### src/tpasb_pkg.sv
// tpasb_pkg: constants, register map and types for the auxiliary scan and sample buffer block
package tpasb_pkg;

    // ********
    // register indexes (byte address is four times the index)
    // ********
    localparam logic [31:0] IDX_AUX_CTRL   = 32'h0b000130;
    localparam logic [31:0] IDX_AUX_MASK   = 32'h0b000132;
    localparam logic [31:0] IDX_INTV_READ  = 32'h0b00013e;
    localparam int          NUM_BUF        = 14;
    // entries 0..4 page 0 (x+, x-, y+, y-, pressure), 5..9 page 1, 10..13 aux channels
    localparam logic [31:0] IDX_BUF [NUM_BUF] = '{
        32'h0b0002a0, 32'h0b0002a2, 32'h0b0002a4, 32'h0b0002a6, 32'h0b0002bc,
        32'h0b0002a8, 32'h0b0002aa, 32'h0b0002ac, 32'h0b0002ae, 32'h0b0002be,
        32'h0b0002b0, 32'h0b0002b2, 32'h0b0002b4, 32'h0b0002b6};
    localparam int          PAGE_ENTRIES   = 5;
    localparam int          AUX_BASE       = 10;

    // ********
    // field positions and reset values
    // ********
    localparam int          GO_BIT         = 0;
    localparam int          PPSEL_BIT      = 1;
    localparam int          VALID_BIT      = 15;
    localparam int          MASK_W         = 8;
    localparam int          INTV_W         = 11;
    localparam int          SETTLE_W       = 6;
    localparam logic [15:0] REG_RESET      = 16'h0000;

    // ********
    // timing
    // ********
    localparam int          UNIT_US        = 30;
    localparam int          CLK_MHZ        = 50;
    localparam int          UNIT_CYCLES    = UNIT_US * CLK_MHZ;
    localparam int          UNIT_CNT_W     = $clog2(UNIT_CYCLES);

    // ********
    // types
    // ********
    typedef enum logic [6:0] {
        SEQ_DISABLE      = 7'h01,
        SEQ_STANDBY      = 7'h02,
        SEQ_AWAIT_TOUCH  = 7'h04,
        SEQ_COORD_SCAN   = 7'h08,
        SEQ_INTERVAL     = 7'h10,
        SEQ_CMD_SCAN     = 7'h20,
        SEQ_AUX_SCAN     = 7'h40
    } tpasb_seq_type;

    typedef enum logic [2:0] {
        AUX_IDLE  = 3'h1,
        AUX_ISSUE = 3'h2,
        AUX_WAIT  = 3'h4
    } tpasb_aux_type;

    typedef struct packed {
        logic       valid;
        logic [9:0] value;
    } tpasb_sample_type;

    typedef struct packed {
        logic       start;
        logic [2:0] channel;
    } tpasb_adc_req_type;

endpackage : tpasb_pkg

### src/tpasb_top.sv
// tpasb_top: auxiliary scan control, interval readback and two-page sample buffers on APB
// Operation
// - writing one to aux_scan_go in standby, touch wait or interval wait starts an auxiliary scan of selected channels
// - after a completed or timed-out auxiliary scan the sequencer returns to the state it left
// - hardware clears aux_scan_go when the auxiliary scan completes
// - scan exceeding the settling time raises sample_lost_event as timeout
// - panel_pin_select one picks panel pins, zero picks general analog pins
// - panel_pin_select changes are stored without any sequencer state change
// - reserved bits read as zero in every register
// - a set channel mask bit skips conversion of that channel; bit 7 is sound
// - channel masks only act during the auxiliary scan
// - interval readback shows the live 11-bit countdown of the scan interval
// - each buffer holds a 10-bit result low and a valid flag in bit 15
// - four coordinate and one pressure buffer, each on two pages, fixed addresses
// - clearing a page-full cause clears that page's valid flags
// - settling field counts 30 us units and also sets the auxiliary timeout
// - page entries x+, x-, y+, y-, pressure; four fixed aux channel buffers
module tpasb_top #(
    parameter int DATA_W = 10
) (
    input  wire logic                          clk,
    input  wire logic                          reset_n,
    // apb slave
    input  wire logic                          psel,
    input  wire logic                          penable,
    input  wire logic                          pwrite,
    input  wire logic [31:0]                   paddr,
    input  wire logic [31:0]                   pwdata,
    output logic      [31:0]                   prdata,
    output logic                               pready,
    output logic                               pslverr,
    // rest of the scan sequencer
    input  wire tpasb_pkg::tpasb_seq_type      main_state,
    input  wire logic [tpasb_pkg::SETTLE_W-1:0] settle_time,
    input  wire logic [tpasb_pkg::INTV_W-1:0]  scan_interval_setting,
    input  wire logic                          coord_wr,
    input  wire logic                          coord_page,
    input  wire logic [2:0]                    coord_index,
    input  wire logic [DATA_W-1:0]             coord_value,
    input  wire logic                          first_page_full_cause_clr,
    input  wire logic                          second_page_full_cause_clr,
    input  wire logic                          aux_cause_clr,
    output tpasb_pkg::tpasb_seq_type           seq_state,
    output logic                               sample_lost_event,
    // a/d converter
    output tpasb_pkg::tpasb_adc_req_type       adc_req,
    input  wire logic                          adc_done,
    input  wire logic [DATA_W-1:0]             adc_value
);

    // ********
    // elaboration check
    // ********
    if (DATA_W < 1 || DATA_W > 10)
    begin : g_bad_width
        $error("tpasb_top: DATA_W must lie between 1 and 10");
    end

    // ********
    // declarations
    // ********
    tpasb_pkg::tpasb_seq_type                seq_state_reg;
    tpasb_pkg::tpasb_seq_type                return_state_reg;
    tpasb_pkg::tpasb_aux_type                aux_state_reg;
    tpasb_pkg::tpasb_adc_req_type            adc_req_reg;
    tpasb_pkg::tpasb_sample_type             buf_reg [tpasb_pkg::NUM_BUF];
    logic                                    aux_go_reg;
    logic                                    ppsel_reg;
    logic [tpasb_pkg::MASK_W-1:0]            mask_reg;
    logic [1:0]                              chan_reg;
    logic [tpasb_pkg::UNIT_CNT_W-1:0]        unit_cnt_reg;
    logic [tpasb_pkg::SETTLE_W-1:0]          timeout_cnt_reg;
    logic [tpasb_pkg::INTV_W-1:0]            intv_cnt_reg;
    logic                                    lost_reg;
    logic [31:0]                             prdata_reg;
    logic                                    pready_reg;
    logic                                    pslverr_reg;
    logic [31:0]                             prdata_next;
    logic                                    hit_next;
    logic                                    wr_access;
    logic                                    unit_tick;
    logic                                    aux_start;
    logic                                    aux_abort;
    logic                                    aux_finish;
    logic                                    aux_timeout;
    logic                                    aux_store;
    logic [2:0]                              aux_code;

    // ********
    // apb slave
    // ********
    // one wait state: data and error are registered in the first access cycle
    assign wr_access = psel & penable & pready_reg & pwrite;

    // read mux and address decode
    always_comb
    begin
        prdata_next = 32'h00000000;
        hit_next    = 1'b0;
        if (paddr == {tpasb_pkg::IDX_AUX_CTRL[29:0], 2'b00})
        begin
            hit_next                          = 1'b1;
            prdata_next[tpasb_pkg::GO_BIT]    = aux_go_reg;
            prdata_next[tpasb_pkg::PPSEL_BIT] = ppsel_reg;
        end
        else if (paddr == {tpasb_pkg::IDX_AUX_MASK[29:0], 2'b00})
        begin
            hit_next                            = 1'b1;
            prdata_next[tpasb_pkg::MASK_W-1:0]  = mask_reg;
        end
        else if (paddr == {tpasb_pkg::IDX_INTV_READ[29:0], 2'b00})
        begin
            hit_next                            = 1'b1;
            prdata_next[tpasb_pkg::INTV_W-1:0]  = intv_cnt_reg;
        end
        for (int i = 0; i < tpasb_pkg::NUM_BUF; i++)
        begin
            if (paddr == {tpasb_pkg::IDX_BUF[i][29:0], 2'b00})
            begin
                hit_next                            = 1'b1;
                // value low, valid in bit 15
                prdata_next[tpasb_pkg::VALID_BIT]   = buf_reg[i].valid;
                prdata_next[DATA_W-1:0]             = buf_reg[i].value[DATA_W-1:0];
            end
        end
    end

    // handshake and registered answer
    always_ff @(posedge clk or negedge reset_n)
    begin
        if (!reset_n)
        begin
            pready_reg  <= 1'b0;
            prdata_reg  <= 32'h00000000;
            pslverr_reg <= 1'b0;
        end
        else
        begin
            pready_reg  <= psel & penable & ~pready_reg;
            prdata_reg  <= (psel & penable & ~pready_reg & ~pwrite) ? prdata_next : 32'h00000000;
            pslverr_reg <= psel & penable & ~pready_reg & ~hit_next;
        end
    end

    // ********
    // control registers
    // ********
    // go bit: software sets, hardware clears on completion; the clear by hardware
    // wins against any same-cycle write; a write of one then cannot start a new scan anyway
    always_ff @(posedge clk or negedge reset_n)
    begin
        if (!reset_n)
        begin
            aux_go_reg <= 1'b0;
            ppsel_reg  <= 1'b0;
            mask_reg   <= tpasb_pkg::REG_RESET[tpasb_pkg::MASK_W-1:0];
        end
        else
        begin
            if (wr_access && paddr == {tpasb_pkg::IDX_AUX_CTRL[29:0], 2'b00})
            begin
                // value kept, no state change here
                ppsel_reg  <= pwdata[tpasb_pkg::PPSEL_BIT];
                aux_go_reg <= pwdata[tpasb_pkg::GO_BIT] & (aux_go_reg | aux_start);
            end
            if (wr_access && paddr == {tpasb_pkg::IDX_AUX_MASK[29:0], 2'b00})
            begin
                mask_reg <= pwdata[tpasb_pkg::MASK_W-1:0];
            end
            if (aux_finish)
            begin
                aux_go_reg <= 1'b0;
            end
        end
    end

    // a start is honoured only from standby, touch wait or interval wait
    // other states ignore the write, leaving the bit low
    assign aux_start = wr_access && paddr == {tpasb_pkg::IDX_AUX_CTRL[29:0], 2'b00}
                       && pwdata[tpasb_pkg::GO_BIT] && !aux_go_reg
                       && (seq_state_reg == tpasb_pkg::SEQ_STANDBY
                           || seq_state_reg == tpasb_pkg::SEQ_AWAIT_TOUCH
                           || seq_state_reg == tpasb_pkg::SEQ_INTERVAL);
    // writing zero to go during the scan abandons it and powers down
    assign aux_abort = wr_access && paddr == {tpasb_pkg::IDX_AUX_CTRL[29:0], 2'b00}
                       && !pwdata[tpasb_pkg::GO_BIT] && aux_state_reg != tpasb_pkg::AUX_IDLE;

    // ********
    // 30 us time base
    // ********
    // free running so that countdown and timeout share one unit
    always_ff @(posedge clk or negedge reset_n)
    begin
        if (!reset_n)
        begin
            unit_cnt_reg <= '0;
        end
        else if (unit_tick)
        begin
            unit_cnt_reg <= '0;
        end
        else
        begin
            unit_cnt_reg <= unit_cnt_reg + 1'b1;
        end
    end
    assign unit_tick = (unit_cnt_reg == tpasb_pkg::UNIT_CNT_W'(tpasb_pkg::UNIT_CYCLES - 1));

    // ********
    // interval countdown
    // ********
    // counts down from the interval setting while waiting, reloads at zero
    always_ff @(posedge clk or negedge reset_n)
    begin
        if (!reset_n)
        begin
            intv_cnt_reg <= '0;
        end
        else if (seq_state_reg != tpasb_pkg::SEQ_INTERVAL)
        begin
            intv_cnt_reg <= scan_interval_setting;
        end
        else if (unit_tick)
        begin
            intv_cnt_reg <= (intv_cnt_reg == '0) ? scan_interval_setting : intv_cnt_reg - 1'b1;
        end
    end

    // ********
    // sequencer state and auxiliary scan
    // ********
    // timeout in 30 us units; the partial unit at start makes it up to one unit late
    assign aux_timeout = aux_state_reg != tpasb_pkg::AUX_IDLE && unit_tick
                         && timeout_cnt_reg >= settle_time;
    // code high bit clear selects panel pins, set selects general pins
    assign aux_code    = {~ppsel_reg, chan_reg};
    assign aux_store   = aux_state_reg == tpasb_pkg::AUX_WAIT && adc_done;
    // masks are consulted only inside the auxiliary scan, here and in the channel walk
    assign aux_finish  = aux_timeout || aux_abort
                         || (chan_reg == 2'h3 && (aux_store
                             || (aux_state_reg == tpasb_pkg::AUX_ISSUE && mask_reg[aux_code])));

    // channel walk: skip masked channels, convert the rest in order
    always_ff @(posedge clk or negedge reset_n)
    begin
        if (!reset_n)
        begin
            aux_state_reg   <= tpasb_pkg::AUX_IDLE;
            chan_reg        <= 2'h0;
            adc_req_reg     <= '0;
            timeout_cnt_reg <= '0;
            lost_reg        <= 1'b0;
        end
        else
        begin
            lost_reg          <= aux_timeout;
            adc_req_reg.start <= 1'b0;
            if (unit_tick)
            begin
                timeout_cnt_reg <= timeout_cnt_reg + 1'b1;
            end
            if (aux_finish)
            begin
                aux_state_reg <= tpasb_pkg::AUX_IDLE;
            end
            else
            begin
                case (aux_state_reg)
                    tpasb_pkg::AUX_IDLE:
                    begin
                        chan_reg        <= 2'h0;
                        timeout_cnt_reg <= '0;
                        if (aux_start)
                        begin
                            aux_state_reg <= tpasb_pkg::AUX_ISSUE;
                        end
                    end
                    tpasb_pkg::AUX_ISSUE:
                    begin
                        if (mask_reg[aux_code])
                        begin
                            chan_reg <= chan_reg + 2'h1;
                        end
                        else
                        begin
                            adc_req_reg.start   <= 1'b1;
                            adc_req_reg.channel <= aux_code;
                            aux_state_reg       <= tpasb_pkg::AUX_WAIT;
                        end
                    end
                    tpasb_pkg::AUX_WAIT:
                    begin
                        if (adc_done)
                        begin
                            chan_reg      <= chan_reg + 2'h1;
                            aux_state_reg <= tpasb_pkg::AUX_ISSUE;
                        end
                    end
                    default:
                    begin
                        aux_state_reg <= tpasb_pkg::AUX_IDLE;
                    end
                endcase
            end
        end
    end

    // effective sequencer state: follows the main sequencer outside the scan
    always_ff @(posedge clk or negedge reset_n)
    begin
        if (!reset_n)
        begin
            seq_state_reg    <= tpasb_pkg::SEQ_DISABLE;
            return_state_reg <= tpasb_pkg::SEQ_DISABLE;
        end
        else if (aux_start)
        begin
            return_state_reg <= seq_state_reg;
            seq_state_reg    <= tpasb_pkg::SEQ_AUX_SCAN;
        end
        else if (aux_abort)
        begin
            seq_state_reg <= tpasb_pkg::SEQ_DISABLE;
        end
        else if (aux_finish)
        begin
            seq_state_reg <= return_state_reg;
        end
        else if (aux_state_reg == tpasb_pkg::AUX_IDLE)
        begin
            seq_state_reg <= main_state;
        end
    end

    // ********
    // sample buffers
    // ********
    // one generate entry per buffer; hardware store wins over clears
    for (genvar g = 0; g < tpasb_pkg::NUM_BUF; g++)
    begin : g_buf
        logic hw_wr;
        logic cause_clr;
        if (g < tpasb_pkg::AUX_BASE)
        begin : g_page
            assign hw_wr = coord_wr
                           && coord_page == (g >= tpasb_pkg::PAGE_ENTRIES)
                           && coord_index == 3'(g % tpasb_pkg::PAGE_ENTRIES);
            // page cause clear drops that page's valid flags
            assign cause_clr = (g < tpasb_pkg::PAGE_ENTRIES) ? first_page_full_cause_clr
                                                             : second_page_full_cause_clr;
        end
        else
        begin : g_aux
            assign hw_wr     = aux_store && chan_reg == 2'(g - tpasb_pkg::AUX_BASE);
            assign cause_clr = aux_cause_clr;
        end

        always_ff @(posedge clk or negedge reset_n)
        begin
            if (!reset_n)
            begin
                buf_reg[g] <= '0;
            end
            else if (hw_wr)
            begin
                buf_reg[g].value <= 10'(g < tpasb_pkg::AUX_BASE ? coord_value : adc_value);
                buf_reg[g].valid <= 1'b1;
            end
            else if (wr_access && paddr == {tpasb_pkg::IDX_BUF[g][29:0], 2'b00})
            begin
                buf_reg[g].value <= 10'(pwdata[DATA_W-1:0]);
                buf_reg[g].valid <= pwdata[tpasb_pkg::VALID_BIT] & ~cause_clr;
            end
            else if (cause_clr)
            begin
                buf_reg[g].valid <= 1'b0;
            end
        end
    end

    // ********
    // outputs
    // ********
    assign prdata            = prdata_reg;
    assign pready            = pready_reg;
    assign pslverr           = pslverr_reg;
    assign seq_state         = seq_state_reg;
    assign sample_lost_event = lost_reg;
    assign adc_req           = adc_req_reg;

endmodule : tpasb_top

### config.mk
export PLATFORM = sky130hd
export DESIGN_NAME = tpasb_top
export DESIGN_NICKNAME = d
export VERILOG_FILES = /design/src/tpasb_pkg.sv /design/src/tpasb_top.sv
export SDC_FILE = /design/constraint.sdc
export NUM_CORES = 1
export LEC_CHECK = 0
export ABC_CLOCK_PERIOD_IN_PS = 2950
export BUFFER_PORTS_ARGS = -buffer_cell sky130_fd_sc_hd__buf_2
export CAP_MARGIN = 15
export CORE_ASPECT_RATIO = 0.5
export CORE_MARGIN = 2
export CORE_UTILIZATION = 35
export CTS_CLUSTER_DIAMETER = 120
export DETAILED_ROUTE_END_ITERATION = 7
export PLACE_DENSITY_LB_ADDON = 0.05
export SLEW_MARGIN = 20
export SYNTH_ARGS = -nofsm -noshare
export SYNTH_HDL_FRONTEND = slang
export SYNTH_SLANG_ARGS = --single-unit
### constraint.sdc
create_clock -name clk -period 2.95 [get_ports clk]
set_input_delay 0.295 -clock clk [delete_from_list [all_inputs] [get_ports clk]]
set_output_delay 0.295 -clock clk [all_outputs]
set_load 0.005 [all_outputs]
==> results.txt, run 1 <==
measured slew at the worst slew-check pin: 0.843 ns
syn_area_per_cell: 9.11 µm²
EDFF count, synth: 0
Slew Viols, Final: 0
Hold Crit Class: in -> reg
relative slew slack: 0.438
Die Height: 141 µm
Startpoint Class: register
Worst Skew: 0.0192 ns
GP Congestion: 0.968
top cell type's share of synthesized area: 0.432
Sequential Power Share: 0.463
FMAX: 0.368 GHz
Final setup viols: 0
Gate power share: 0.108
met3 Use GR: 0.0509
critical path arrival: 3.19 ns
Cells after Synth: 1,442
top cells by area, synth: dfrtp_1 (43%), mux2i_1 (13%), o21ai_0 (6.9%)
max cap viols: 0
die area: 39,200 µm²
Die Wd: 278 µm
sequential area share after synthesis: 0.438
area taken by multi-input logic gates: 6860 µm²
Pre-Repair DR Iteration Count: 5
worst vdd ir: 0.338 mV
Initial Utilization: 0.353
slowest stage delay, CP: 0.54 ns
CP cell instances: mux4_2 -> mux2i_1 -> nor2_1 -> a211o_1 -> nand2b_1 -> buf_4 -> or3b_2 -> nand3_1
number of synthesized register bits: 230
area grow syn2layout: 23.1%
final hold vios: 0
RSZ-0062 raised after global routing: false
first-pass GRT wire length: 77,000 µm
worst hold margin: 0.0180 ns
routing usage on met2: 0.386
routing usage on met1: 0.391
Remaining DRCs: 0
Leakage: 7.44 nW
Core ar.: 37,200 µm²
Final #Nets: 1,796
max reg flops: 154
clk_lat worst skew: 0.55 ns
Top FF cell, synth: dfrtp_1
Final HPWL DP: 38,100 µm
CP required: 3.43 ns
vias per std cell: 5.51
critical path capture point type: register
CTS root buffer: clkbuf_16
status: finished clean
Setup CP Type: reg -> reg
total CTS buffers: 24
Placed Cells: 2,123
final wirelength: 50,700 µm
final setup TNS: 0 ns
H-tree depth: 1
most common cell after layout, fill and taps aside: dfrtp_1
commonest cells after routing, fill and taps aside: dfrtp_1 (227), nand2_1 (197), o21ai_0 (180)
largest net degree at the start of global routing: 93
wire per inst: 23.3 µm
internal power: 5.88 mW
CP max FO: 4
Sw Ratio: 0.268
clk sinks: 230
Port Buffers: 126
switching power: 2.15 mW
fin cells: 2,173
DRT iter0 DRCs: 1,004
Cell Area, Synth: 13,100 µm²
Clock Power Share: 0.430
CP bufs+invs: 1
ANT cells: 0
Yosys top cell by area: dfrtp_1
# rows: 50
ys async rst share: 1.00
CTS tree: yes
GR Overflow Total: 0
io pins: 168
Tot GR Track Use: 0.261
Netlist cell types: 79
total number of yosys warnings: 0
worst-case clock buffer depth: 3
number of global-route vias before repair: 12,018
Slowest cell on crit path: mux4_2
top cell family by delay on the critical path: simple AND/OR/NAND/NOR gates
pwr/cell area: 496 nW/µm²
GR peak layer: met1
min Tclk post-route: 2.72 ns
share of cells above drive strength 1: 0.226
clock transition at the registers of the reported paths: 0.07 ns
sequential cell area: 5760 µm²
via count: 11,964
initial antenna violation count: 1
Filler Cells Inserted: 3,659
fin crit share: 0.921
DRT antenna net count: 0
metrics by stage:
step / area (µm²) / util / worst slack [ns] / total power, mW
detailed placement: 15200 / 0.409 / -0.133 / 4.63
finish: 16200 / 0.435 / 0.233 / 8.03
CTS: 16200 / 0.435 / 0.226 / 8.10
floorplan: 13200 / - / 0.116 / 4.15
global route: 16200 / 0.435 / 0.0793 / 8.39
global placement: 15200 / 0.409 / -0.117 / 4.59
routing by layer:
metal,vias to the layer above,part of all wire
li1,5630,-
met1,5906,0.49
met2,362,0.42
met3,66,0.067
met4,0,0.023
met5,-,0
repair_timing:
action,in CTS,in global routing
resized for setup,0,0
buffers inserted,0,0
hold buffers,6,0
hold endpoints to repair,93,0
logic make-up (layout without fill, tap and decap cells):
| group | count (synthesis) | count (layout) | synth area share |
|---|---|---|---|
| compound gates | 371 | 371 | 0.169 |
| buf+inv | 138 | 356 | 0.0475 |
| fa+ha+maj | 13 | 13 | 0.0124 |
| flops | 230 | 230 | 0.438 |
| mux | 185 | 185 | 0.145 |
| other cells | 1 | 20 | 0.000285 |
| simple gates | 488 | 488 | 0.176 |
| xor+xnor | 16 | 16 | 0.0107 |
cell type report:
cell class / instances / share of cell area
clock buffer: 35 / 0.0453
tap: 494 / 0.0382
clock inverter: 9 / 0.00936
timing repair buffer: 294 / 0.123
inverter: 18 / 0.00418
sequential: 230 / 0.356
multi-input combinational: 1093 / 0.424
tightest hold or removal path: stages:
cell     delay (ns)
buf_2          0.08
a31oi_1        0.06
o21ai_0        0.08
synth_stat cells, types with 16 or more instances:
library cell and count:
nand2_1 197, nand3_1 29, dfrtp_1 227, nand4_1 17
nor4_1 16, clkbuf_1 77, nor3_1 37, inv_1 16
nor2_1 113, o22ai_1 16, a21oi_1 76, buf_4 20
mux2_2 17, o21ai_0 180, mux2i_1 165
power groups by stage:
stage	Clock, mW	Sequential, mW	Combinational [mW]
floorplan	0	3.66	0.491
global placement	0	3.76	0.834
detailed placement	0	3.77	0.857
CTS	3.53	3.71	0.865
global route	3.66	3.75	0.974
finish	3.45	3.71	0.863
worst paths after layout:
check,startpoint,end,slack (ns),cells after the start
max reg2reg,chan_reg[0]$_DFFE_PN0P_,seq_state[6]$_DFFE_PN0P_,0.23,8
min reg2reg,buf_reg[128]$_DFFE_PN0P_,buf_reg[128]$_DFFE_PN0P_,0.48,2
max in group asynchronous,reset_n,prdata[9]$_DFF_PN0_,1.73,3
min in group asynchronous,reset_n,unit_cnt_reg[6]$_DFF_PN0_,0.36,2
max,chan_reg[0]$_DFFE_PN0P_,seq_state[6]$_DFFE_PN0P_,0.23,8
min,scan_interval_setting[0],intv_cnt_reg[0]$_DFFE_PN0P_,0.02,3
Power figures use the tool's default switching activity.
==> inputs of run 2 (changes only) <==
Settings changed: CORE_ASPECT_RATIO 0.5 to default.
==> run 2 against run 1 <==
Via count is 1.8% lower. Clock power is 7.2% higher. Sequential power hardly changed. Die area is 0.24% lower. Clock skew is 0.0068 ns lower. Power is 2.5% higher. Highest routed layer is now met5. Largest power group is now clock. Routed wire length is 5.1% lower. Global-route usage is 1.3 points lower.
==> results.txt, run 2 (synthesis results as in run 1) <==
final wirelength: 48,100 µm
slowest stage delay, CP: 0.63 ns
clk_lat worst skew: 0.57 ns
io pins: 168
most common cell after layout, fill and taps aside: dfrtp_1
CTS root buffer: clkbuf_16
first-pass GRT wire length: 73,000 µm
Placed Cells: 2,065
CP bufs+invs: 2
Tot Pwr: 8.23 mW
pwr/cell area: 508 nW/µm²
CP cell instances: buf_2 -> or4_4 -> or2_1 -> or3_1 -> or2_1 -> o22ai_1 -> nor3_1 -> o41ai_1 -> buf_4 -> nor2_1
area grow syn2layout: 23.4%
Remaining DRCs: 0
share of cells above drive strength 1: 0.214
relative slew slack: 0.401
fin crit share: 0.961
critical path arrival: 3.29 ns
initial antenna violation count: 2
Initial Utilization: 0.357
clk sinks: 230
DRT iter0 DRCs: 842
Pre-Repair DR Iteration Count: 5
Port Buffers: 126
number of global-route vias before repair: 11,657
Slowest cell on crit path: o41ai_1
measured slew at the worst slew-check pin: 0.896 ns
worst vdd ir: 0.394 mV
most used cell, CP: or2_1
commonest cells after routing, fill and taps aside: dfrtp_1 (226), nand2_1 (197), o21ai_0 (180)
top cell family by delay on the critical path: simple AND/OR/NAND/NOR gates
CTS tree: yes
critical path capture point type: register
Final #Nets: 1,779
Die Wd: 198 µm
GR Overflow Total: 0
Slew Viols, Final: 0
reg2reg setup slack: 0.18 ns
die area: 39,100 µm²
Tot GR Track Use: 0.248
Die Height: 198 µm
Leakage: 7.43 nW
Startpoint Class: input pin
largest net degree at the start of global routing: 71
H-tree depth: 1
final setup TNS: 0 ns
worst-case clock buffer depth: 3
FMAX: 0.353 GHz
via count: 11,753
total CTS buffers: 29
max cap viols: 0
Core ar.: 36,800 µm²
Filler Cells Inserted: 3,696
Hold Crit Class: in -> reg
GP Congestion: 0.909
Final setup viols: 0
DRT antenna net count: 0
Worst Skew: 0.0124 ns
clock transition at the registers of the reported paths: 0.06 ns
CP required: 3.41 ns
min Tclk post-route: 2.83 ns
max reg flops: 154
# rows: 70
status: finished clean
vias per std cell: 5.51
RSZ-0062 raised after global routing: false
Setup CP Type: in -> reg
final hold vios: 0
wire per inst: 22.6 µm
Final HPWL DP: 35,400 µm
ANT cells: 0
CP max FO: 8
fin cells: 2,134
worst hold margin: 0.0273 ns
==> run 2: tightest hold or removal path, delay by kind of cell <==
kind | cells | cell delay, ns
AOI/OAI and AO/OA | 2 | 0.17
buffers and inverters | 1 | 0.07
==> run 2: worst paths after layout <==
kind,to,cells after the start,start
worst max-delay path,prdata[0]$_DFF_PN0_,10,paddr[13]
worst min-delay path,seq_state[3]$_DFFE_PN0P_,3,main_state[3]
worst max register to register,seq_state[6]$_DFFE_PN0P_,8,chan_reg[0]$_DFFE_PN0P_
worst min register to register,buf_reg[35]$_DFFE_PN0P_,2,buf_reg[35]$_DFFE_PN0P_
max in group asynchronous,buf_reg[59]$_DFFE_PN0P_,3,reset_n
min in group asynchronous,unit_cnt_reg[4]$_DFF_PN0_,2,reset_n
==> run 2: power by group <==
group	switching, mW	internal [mW]	total [mW]
logic	0.507	0.334	0.841
registers	0.211	3.48	3.69
clock network	1.45	2.25	3.70
total	2.17	6.06	8.23
==> run 2: area by class of cell <==
cell class              instances  area (µm²)  share of cell area
multi-input cells            1093        6870               0.424
flip-flops and latches        230        5760               0.355
repair buffers                272        1930               0.119
clock buffers                  44         892              0.0550
well taps                     468         586              0.0361
clock inverters                 9         103             0.00633
inverters                      18        67.6             0.00417
==> run 2: what timing repair did <==
action,CTS,global route
buffers inserted,0,0
hold buffers,16,0
endpoints found under the hold margin,83,0
setup endpoints to repair,0,1
gates resized for setup,0,1
==> run 2: through the flow <==
stage	worst slack (ns)	util	instance area [µm²]
floorplan	0.116	-	13200
global placement	-0.405	0.409	15000
global route	0.0218	0.441	16200
finish	0.116	0.441	16200
CTS	0.0800	0.441	16200
detailed placement	-0.391	0.409	15100
==> run 2: routing by layer <==
layer	wire length, µm	vias up	global-route usage	part of all wire
li1	-	5588	-	-
met1	21700	5716	0.344	0.45
met2	22200	365	0.405	0.46
met3	2650	82	0.0301	0.055
met4	1570	2	0.0763	0.033
met5	13	-	0	0.00027
